==> src/verilog/rosr_pkg.sv <==
package rosr_pkg;

  // Register offsets on the plain register port
  localparam logic [7:0] ROSR_OFS_FORCE_CHG = 8'h1e;
  localparam logic [7:0] ROSR_OFS_RATE_SHD = 8'h1f;
  localparam logic [7:0] ROSR_OFS_SERA_SHD = 8'h20;
  localparam logic [7:0] ROSR_OFS_SERB_SHD = 8'h21;
  localparam logic [7:0] ROSR_OFS_DEV_KILL = 8'h22;
  localparam logic [7:0] ROSR_OFS_PIN_CFG = 8'h23;

  // Values after reset
  localparam logic [1:0] ROSR_RST_FORCE_CHG = 2'h1;
  localparam logic [7:0] ROSR_RST_DEV_KILL = 8'h00;
  localparam logic [7:0] ROSR_RST_PIN_CFG = 8'h01;
  localparam logic [7:0] ROSR_RST_SHADOW = 8'h00;

  // Readable-bit masks; reserved bits read as zero
  localparam logic [7:0] ROSR_MASK_RATE = 8'hdf;
  localparam logic [7:0] ROSR_MASK_FIFO = 8'hcf;
  localparam logic [7:0] ROSR_MASK_KILL = 8'hf9;
  localparam logic [7:0] ROSR_MASK_PIN_CFG = 8'h87;

  // Field positions of the device disable register
  localparam int ROSR_KILL_WP_BIT = 0;
  localparam int ROSR_KILL_DEV_LSB = 3;
  localparam int ROSR_KILL_DEV_MSB = 7;

  // Field positions of the pin configuration register
  localparam int ROSR_CFG_DIR_BIT = 0;
  localparam int ROSR_CFG_INV_BIT = 1;
  localparam int ROSR_CFG_ALT_BIT = 2;
  localparam int ROSR_CFG_ODRAIN_BIT = 7;

  // Lock pin configuration code that makes the disable register read-only
  localparam logic [1:0] ROSR_LOCK_CODE = 2'b01;

  // Index of each pin in the synchroniser vector
  localparam int ROSR_PIN_STEP = 0;
  localparam int ROSR_PIN_DS0 = 1;
  localparam int ROSR_PIN_DS1 = 2;
  localparam int ROSR_PIN_DISK_CHANGED_FLAG = 3;
  localparam int ROSR_PIN_WP = 4;
  localparam int ROSR_PIN_LOCK = 5;
  localparam int ROSR_PIN_JOY = 6;
  localparam int ROSR_NUM_PINS = 7;

  // State on the main-supply reset
  typedef struct packed {
    logic [ROSR_NUM_PINS-1:0] pin_meta;
    logic [ROSR_NUM_PINS-1:0] pin_sync;
    logic step_prev;
    logic [1:0] force_chg;
    logic [7:0] rate_shadow;
    logic [7:0] sera_shadow;
    logic [7:0] serb_shadow;
    logic [7:0] rdata;
    logic disk_changed_flag;
    logic wp_to_core;
    logic [4:0] dev_enable;
    logic pin_out;
    logic pin_oe;
    logic gpio_read;
    logic joy_button;
  } rosr_main_type;

  // State on the standby-supply reset
  typedef struct packed {
    logic [7:0] dev_kill;
    logic [7:0] pin_cfg;
  } rosr_stby_type;

endpackage : rosr_pkg

==> src/verilog/rosr_regs.sv <==
`timescale 1ns/100ps
module rosr_regs
  import rosr_pkg::*;
(
  input wire logic MCLK_I,
  input wire logic RST_B_I,
  input wire logic STBY_RST_B_I,
  input wire logic [7:0] ADDR_I,
  input wire logic [7:0] WDATA_I,
  input wire logic WR_I,
  input wire logic RD_I,
  output logic [7:0] RDATA_O,
  input wire logic RATE_WR_I,
  input wire logic [7:0] RATE_DATA_I,
  input wire logic SERA_FCR_WR_I,
  input wire logic [7:0] SERA_FCR_DATA_I,
  input wire logic SERB_FCR_WR_I,
  input wire logic [7:0] SERB_FCR_DATA_I,
  input wire logic STEP_PULSE_N_I,
  input wire logic DRIVE_SELECT0_N_I,
  input wire logic DRIVE_SELECT1_N_I,
  input wire logic DISK_CHANGE_IN_N_I,
  input wire logic WRITE_PROTECT_N_I,
  input wire logic FORCE_WP_I,
  output logic DISK_CHANGED_FLAG_O,
  output logic WP_TO_CORE_O,
  input wire logic [4:0] ACTIVATE_I,
  output logic [4:0] DEV_ENABLE_O,
  input wire logic LOCK_PIN_I,
  input wire logic [1:0] LOCK_CFG_I,
  input wire logic JOYSTICK_BUTTON_PIN_I,
  input wire logic GPIO_DATA_I,
  output logic JOYSTICK_BUTTON_PIN_O,
  output logic JOYSTICK_BUTTON_PIN_OE_O,
  output logic GPIO_READ_O,
  output logic JOYSTICK1_BUTTON1_O
);

  rosr_main_type main_q;
  rosr_main_type next_main;
  rosr_stby_type stby_q;
  rosr_stby_type next_stby;

  logic [ROSR_NUM_PINS-1:0] pin_raw;
  logic step_pulse_n;
  logic drive_select0_n;
  logic drive_select1_n;
  logic disk_change_in_n;
  logic write_protect_n;
  logic lock_pin;
  logic joystick_button_pin;

  // Raw pins gathered for the synchroniser
  assign pin_raw[ROSR_PIN_STEP] = STEP_PULSE_N_I;
  assign pin_raw[ROSR_PIN_DS0] = DRIVE_SELECT0_N_I;
  assign pin_raw[ROSR_PIN_DS1] = DRIVE_SELECT1_N_I;
  assign pin_raw[ROSR_PIN_DISK_CHANGED_FLAG] = DISK_CHANGE_IN_N_I;
  assign pin_raw[ROSR_PIN_WP] = WRITE_PROTECT_N_I;
  assign pin_raw[ROSR_PIN_LOCK] = LOCK_PIN_I;
  assign pin_raw[ROSR_PIN_JOY] = JOYSTICK_BUTTON_PIN_I;

  // Synchronised pin levels, second flop only
  assign step_pulse_n = main_q.pin_sync[ROSR_PIN_STEP];
  assign drive_select0_n = main_q.pin_sync[ROSR_PIN_DS0];
  assign drive_select1_n = main_q.pin_sync[ROSR_PIN_DS1];
  assign disk_change_in_n = main_q.pin_sync[ROSR_PIN_DISK_CHANGED_FLAG];
  assign write_protect_n = main_q.pin_sync[ROSR_PIN_WP];
  assign lock_pin = main_q.pin_sync[ROSR_PIN_LOCK];
  assign joystick_button_pin = main_q.pin_sync[ROSR_PIN_JOY];

  // Next-state logic for both reset domains
  always_comb
  begin
    logic wr_kill_ok;
    logic step_edge;
    logic [1:0] chg_clear;
    logic [1:0] chg_set;
    logic [1:0] chg_now;
    logic [7:0] rd_mux;
    logic force_wp_sel;
    logic cfg_dir_in;
    logic cfg_inv;
    logic cfg_alt;
    logic cfg_odrain;
    logic drive_val;
    wr_kill_ok = 1'b0;
    step_edge = 1'b0;
    chg_clear = 2'b00;
    chg_set = 2'b00;
    chg_now = 2'b00;
    rd_mux = 8'h00;
    force_wp_sel = 1'b0;
    cfg_dir_in = 1'b0;
    cfg_inv = 1'b0;
    cfg_alt = 1'b0;
    cfg_odrain = 1'b0;
    drive_val = 1'b0;
    next_main = main_q;
    next_stby = stby_q;

    // Two-flop synchronisers on all pins
    next_main.pin_meta = pin_raw;
    next_main.pin_sync = main_q.pin_meta;
    next_main.step_prev = step_pulse_n;

    // Forced change: step assertion clears selected drive's bit
    step_edge = main_q.step_prev & ~step_pulse_n;
    chg_clear[0] = step_edge & ~drive_select0_n;
    chg_clear[1] = step_edge & ~drive_select1_n;
    if (WR_I && ADDR_I == ROSR_OFS_FORCE_CHG)
    begin
      chg_set = WDATA_I[1:0];
    end
    // Set wins over clear; a written 0 changes nothing
    chg_now = (main_q.force_chg & ~chg_clear) | chg_set;
    next_main.force_chg = chg_now;

    // Shadows follow the source registers' writes
    if (RATE_WR_I)
    begin
      next_main.rate_shadow = RATE_DATA_I & ROSR_MASK_RATE;
    end
    if (SERA_FCR_WR_I)
    begin
      next_main.sera_shadow = SERA_FCR_DATA_I & ROSR_MASK_FIFO;
    end
    if (SERB_FCR_WR_I)
    begin
      next_main.serb_shadow = SERB_FCR_DATA_I & ROSR_MASK_FIFO;
    end

    // Disable register locks under the lock pin
    wr_kill_ok = !((LOCK_CFG_I == ROSR_LOCK_CODE) && lock_pin);
    if (WR_I && ADDR_I == ROSR_OFS_DEV_KILL && wr_kill_ok)
    begin
      next_stby.dev_kill = WDATA_I & ROSR_MASK_KILL;
    end

    // Pin configuration, reserved bits not stored
    if (WR_I && ADDR_I == ROSR_OFS_PIN_CFG)
    begin
      next_stby.pin_cfg = WDATA_I & ROSR_MASK_PIN_CFG;
    end

    // Read mux; shadows are read-only and unmapped reads zero
    unique case (ADDR_I)
      ROSR_OFS_FORCE_CHG: rd_mux = {6'h00, main_q.force_chg};
      ROSR_OFS_RATE_SHD: rd_mux = main_q.rate_shadow;
      ROSR_OFS_SERA_SHD: rd_mux = main_q.sera_shadow;
      ROSR_OFS_SERB_SHD: rd_mux = main_q.serb_shadow;
      ROSR_OFS_DEV_KILL: rd_mux = stby_q.dev_kill;
      ROSR_OFS_PIN_CFG: rd_mux = stby_q.pin_cfg;
      default: rd_mux = 8'h00;
    endcase
    // Read data stands only in the cycle after the strobe
    next_main.rdata = RD_I ? rd_mux : 8'h00;

    // Disk changed flag seen by the floppy core
    next_main.disk_changed_flag = (~drive_select0_n & main_q.force_chg[0])
      | (~drive_select1_n & main_q.force_chg[1])
      | ~disk_change_in_n;

    // Write protect indication to the floppy core
    force_wp_sel = (~drive_select0_n & FORCE_WP_I)
      | (~drive_select1_n & FORCE_WP_I);
    next_main.wp_to_core = force_wp_sel | ~write_protect_n
      | stby_q.dev_kill[ROSR_KILL_WP_BIT];

    // Disable bits override the activate bits
    next_main.dev_enable = ACTIVATE_I
      & ~stby_q.dev_kill[ROSR_KILL_DEV_MSB:ROSR_KILL_DEV_LSB];

    // Pin direction, polarity, function and driver type
    cfg_dir_in = stby_q.pin_cfg[ROSR_CFG_DIR_BIT];
    cfg_inv = stby_q.pin_cfg[ROSR_CFG_INV_BIT];
    cfg_alt = stby_q.pin_cfg[ROSR_CFG_ALT_BIT];
    cfg_odrain = stby_q.pin_cfg[ROSR_CFG_ODRAIN_BIT];
    drive_val = GPIO_DATA_I ^ cfg_inv;
    next_main.gpio_read = joystick_button_pin ^ cfg_inv;
    next_main.joy_button = cfg_alt ? joystick_button_pin : 1'b1;
    next_main.pin_out = cfg_odrain ? 1'b0 : drive_val;
    if (cfg_dir_in || cfg_alt)
    begin
      next_main.pin_oe = 1'b0;
    end
    else if (cfg_odrain)
    begin
      next_main.pin_oe = ~drive_val;
    end
    else
    begin
      next_main.pin_oe = 1'b1;
    end
  end

  // Main-supply reset domain
  always_ff @(posedge MCLK_I or negedge RST_B_I)
  begin
    if (!RST_B_I)
    begin
      main_q.pin_meta <= '1;
      main_q.pin_sync <= '1;
      main_q.step_prev <= 1'b1;
      main_q.force_chg <= ROSR_RST_FORCE_CHG;
      main_q.rate_shadow <= ROSR_RST_SHADOW;
      main_q.sera_shadow <= ROSR_RST_SHADOW;
      main_q.serb_shadow <= ROSR_RST_SHADOW;
      main_q.rdata <= 8'h00;
      main_q.disk_changed_flag <= 1'b0;
      main_q.wp_to_core <= 1'b0;
      main_q.dev_enable <= 5'h00;
      main_q.pin_out <= 1'b0;
      main_q.pin_oe <= 1'b0;
      main_q.gpio_read <= 1'b0;
      main_q.joy_button <= 1'b1;
    end
    else
    begin
      main_q <= next_main;
    end
  end

  // Standby-supply reset domain
  always_ff @(posedge MCLK_I or negedge STBY_RST_B_I)
  begin
    if (!STBY_RST_B_I)
    begin
      stby_q.dev_kill <= ROSR_RST_DEV_KILL;
      stby_q.pin_cfg <= ROSR_RST_PIN_CFG;
    end
    else
    begin
      stby_q <= next_stby;
    end
  end

  // Outputs straight from flops
  assign RDATA_O = main_q.rdata;
  assign DISK_CHANGED_FLAG_O = main_q.disk_changed_flag;
  assign WP_TO_CORE_O = main_q.wp_to_core;
  assign DEV_ENABLE_O = main_q.dev_enable;
  assign JOYSTICK_BUTTON_PIN_O = main_q.pin_out;
  assign JOYSTICK_BUTTON_PIN_OE_O = main_q.pin_oe;
  assign GPIO_READ_O = main_q.gpio_read;
  assign JOYSTICK1_BUTTON1_O = main_q.joy_button;

endmodule : rosr_regs

==> config.mk <==
export PLATFORM = sky130hd
export DESIGN_NAME = rosr_regs
export DESIGN_NICKNAME = d
export VERILOG_FILES = /design/src/verilog/rosr_pkg.sv /design/src/verilog/rosr_regs.sv
export SDC_FILE = /design/constraint.sdc
export NUM_CORES = 1
export LEC_CHECK = 0
export BUFFER_PORTS_ARGS = -buffer_cell sky130_fd_sc_hd__buf_2
export CORE_UTILIZATION = 50
export CTS_CLUSTER_DIAMETER = 30
export DETAILED_ROUTE_END_ITERATION = 7
export HOLD_SLACK_MARGIN = 0.12
export PLACE_DENSITY = 0.86
export SETUP_SLACK_MARGIN = 0.1
export SYNTH_ARGS = -nofsm -noshare
export SYNTH_HDL_FRONTEND = slang
export SYNTH_SLANG_ARGS = --single-unit
==> constraint.sdc <==
create_clock -name MCLK_I -period 1.9 [get_ports MCLK_I]
set_clock_uncertainty 0.2 [all_clocks]
set_input_delay 0.19 -clock MCLK_I [delete_from_list [all_inputs] [get_ports MCLK_I]]
set_output_delay 0.19 -clock MCLK_I [all_outputs]
set_load 0.05 [all_outputs]
==> metrics <==
syn_nets=248; Hold Vio Cnt, Final=0; Clk Tree Root Cell=clkbuf_8; GPL Wtd Cong=0.822; CP bufs+invs=2; multi-input logic area=790 um^2; register-to-register setup slack=0.33 ns; PwrDens=839 mW/mm^2; dpl cells=312; CP required=1.94 ns; relative slew slack=69.2%; Comb pwr share=13.9%; outcome=finished, final reports clean; WP data arrival=1.76 ns; synth warn=0; postcts setup bufs=0; Lkg Pwr=0.00184 uW; Nets=391; Slew Limit Fails=0; first-pass GRT wire length=11400 um; largest area contributor in the synthesized netlist=dfrtp_1; hold_sp=main_q[54]; Final min period=1.73 ns; routed length per instance=18.4 um; Internal Power=2440 uW; detailed router's first-iteration violation count=81; die footprint=0.00546 mm^2; maximum clock path buffer count=2; sequential share of the synthesized area=63.8%; GR Layer Usage met3=7.41%; Synth top area share=45.5%; largest net degree at the start of global routing=56; Design Power=3280 uW; Initial Util=53.3%; Flop pwr share=46.6%; Ant. Diodes=0; Post-route DRC=0; clock-pin slew on the worst setup and hold paths=0.08 ns; RSZ-0062 raised after global routing=false; global route overflow=0; TritonCTS Buffers=9; routed vias=2047; crit-path cells=dlygate4sd3_1, buf_2, nor2b_2, o2111a_2, mux2_1; Slowest cell on crit path=dlygate4sd3_1; chip width=73.9 um; worst-margin pin slew=0.461 ns; FILL cells=246; Synth Instances=184; post-DP HPWL=3640 um; synthesized flop and latch total=65; cell family with most CP delay=buffers and inverters; ANT nets after route=0; sw frac=25.6%; clock latency on the worst-skew pair=0.35 ns; GRT busiest layer=met2; period utilization=90.8%; crit path max fanout=6; Main synth FF type=dfrtp_1; register area=0.00165 mm^2; Area growth, synth to finish=51.3%; Worst R2R Path Depth=3; crit start category=input port; synthesized area per cell=14.1 um^2; Netlist Area Pre-Place=0.00259 mm^2; vias in the first global route=2309; Cell Rows=25; largest cells by area after synthesis=dfrtp_1 (45%), dfstp_2 (18%), mux2_2 (10%); share of post-route cells with drive strength above 1=44.3%; met2 global-route usage=51.0%; Final Util=80.7%; hold depth=0; I/O Buffers=77; reg2reg start=lock_pin; placed standard-cell area=0.00297 mm^2; Min Hold Slack=0.159 ns; slowest stage delay, CP=0.53 ns; CP endpoint kind=flip-flop; CTS tree=done; Global Route Usage Sum=30.2%; Async SR Flop Fraction=100%; Min-Delay Path Class=reg2reg; H-tree levels=3; Synth cell types=34; VDD IR max=0.688 mV; Detailed Route WL=7330 um; switching pwr=841 uW; critical path type=in2reg; initial antenna violation count=0; max cap viols=0; final setup fails=0; hold path endpoint=drive_select0_n; FMAX=580 MHz; Post-Layout Cell Count=399; clock group share of total power=39.5%; core area=0.00485 mm^2; met1 Use GR=35.2%; Initial DRT Pass Iterations=5; final instance area=0.00391 mm^2; vias per cell=5.13; # IOs=83; Clock Sinks=65; RR Endpoint=stby_q[8]; Post-synth EDFFs=0; die height=73.9 um; Post-synth top cells=dfrtp_1 (47), mux2_2 (24), dfstp_2 (18); top-count cell post-synth=dfrtp_1
cell type report:
type / count / area share (%)
flip-flops and latches: 65 / 42.1
repair buffers: 153 / 29.3
multi-input cells: 93 / 20.2
clock buffers: 12 / 5.08
well taps: 67 / 2.14
clock inverters: 4 / 0.672
inverters: 5 / 0.480
stage by stage:
stage	setup slack (ns)	TNS, ns
4_1_cts	0.182	0
2_1_floorplan	0.0829	0
3_3_place_gp	-0.0510	-0.355
6_report	0.175	0
3_5_place_dp	-0.0823	-0.581
5_1_grt	0.123	0
worst reg2reg max path: cells and delay by family, from the launching register on:
kind	cells	cell delay, ns
AO/OA/AOI/OAI	1	0.32
flip-flops	1	0.52
multiplexers	1	0.35
AND/OR/NAND/NOR	1	0.06
flip-flops by register name, indices dropped and copies added, names as in the netlist, 5 cells and up:
| name | flops |
|---|---|
| DEV_ENABLE_O | 5 |
| RDATA_O | 8 |
| main_q | 31 |
| stby_q | 10 |
timing repair:
item                                    CTS  global route
endpoints found under the setup margin    0             5
resized for setup                         0             1
hold buffers                             71             0
hold endpoints to repair                119             0
metal layers:
metal	part of all wire, %	routed length [um]
met5	0	0
met4	3.3	242
met3	5.5	405
met2	53	3880
met1	38	2800
cell usage in the layout (no fill, tap or decap), drive strengths merged:
master and n:
nor3 3, xnor2 1, mux2 30, a32oi 5, a221oi 1, or4b 1
clkinv 2, dfrtp 47, nand4 2, dlygate4sd3 71, o221ai 1, nand4b 1
o2bb2ai 1, clkbuf 12, nor2b 7, o21ai 6, o2111a 1, nor4 1
buf 82, nand3 3, nand2b 2, a22oi 1, dfstp 18, nand2 8
a21oi 1, nor2 7, a211oi 1, inv 7, mux2i 3, mux4 2
nand3b 3, xor2 1
logic make-up after synthesis:
family	Yosys count	share of synthesized area (%)
xor+xnor	2	0.677
simple gates	38	8.66
compound gates	18	5.13
flops	65	63.8
buf+inv	26	5.81
mux	35	16.0
power by group through the flow:
| stage | registers, uW | logic [uW] | clock network, uW |
|---|---|---|---|
| floorplan | 1570 | 142 | 0 |
| global placement | 1550 | 293 | 0 |
| detailed placement | 1550 | 300 | 0 |
| CTS | 1530 | 437 | 1290 |
| global route | 1540 | 488 | 1360 |
| finish | 1530 | 457 | 1300 |
worst max-delay path by stage:
stage | slack [ns] | to | depth (start not counted) | startpoint
after global routing | 0.12 | RDATA_O[4] | 7 | ADDR_I[1]
after CTS | 0.18 | stby_q[8] | 5 | WR_I
after global placement | -0.05 | stby_q[14] | 5 | ADDR_I[4]
after detailed placement | -0.08 | stby_q[15] | 5 | ADDR_I[4]
final | 0.17 | stby_q[8] | 5 | WR_I
after floorplan | 0.08 | stby_q[11] | 4 | ADDR_I[4]
(Power assumes the default switching activity.)
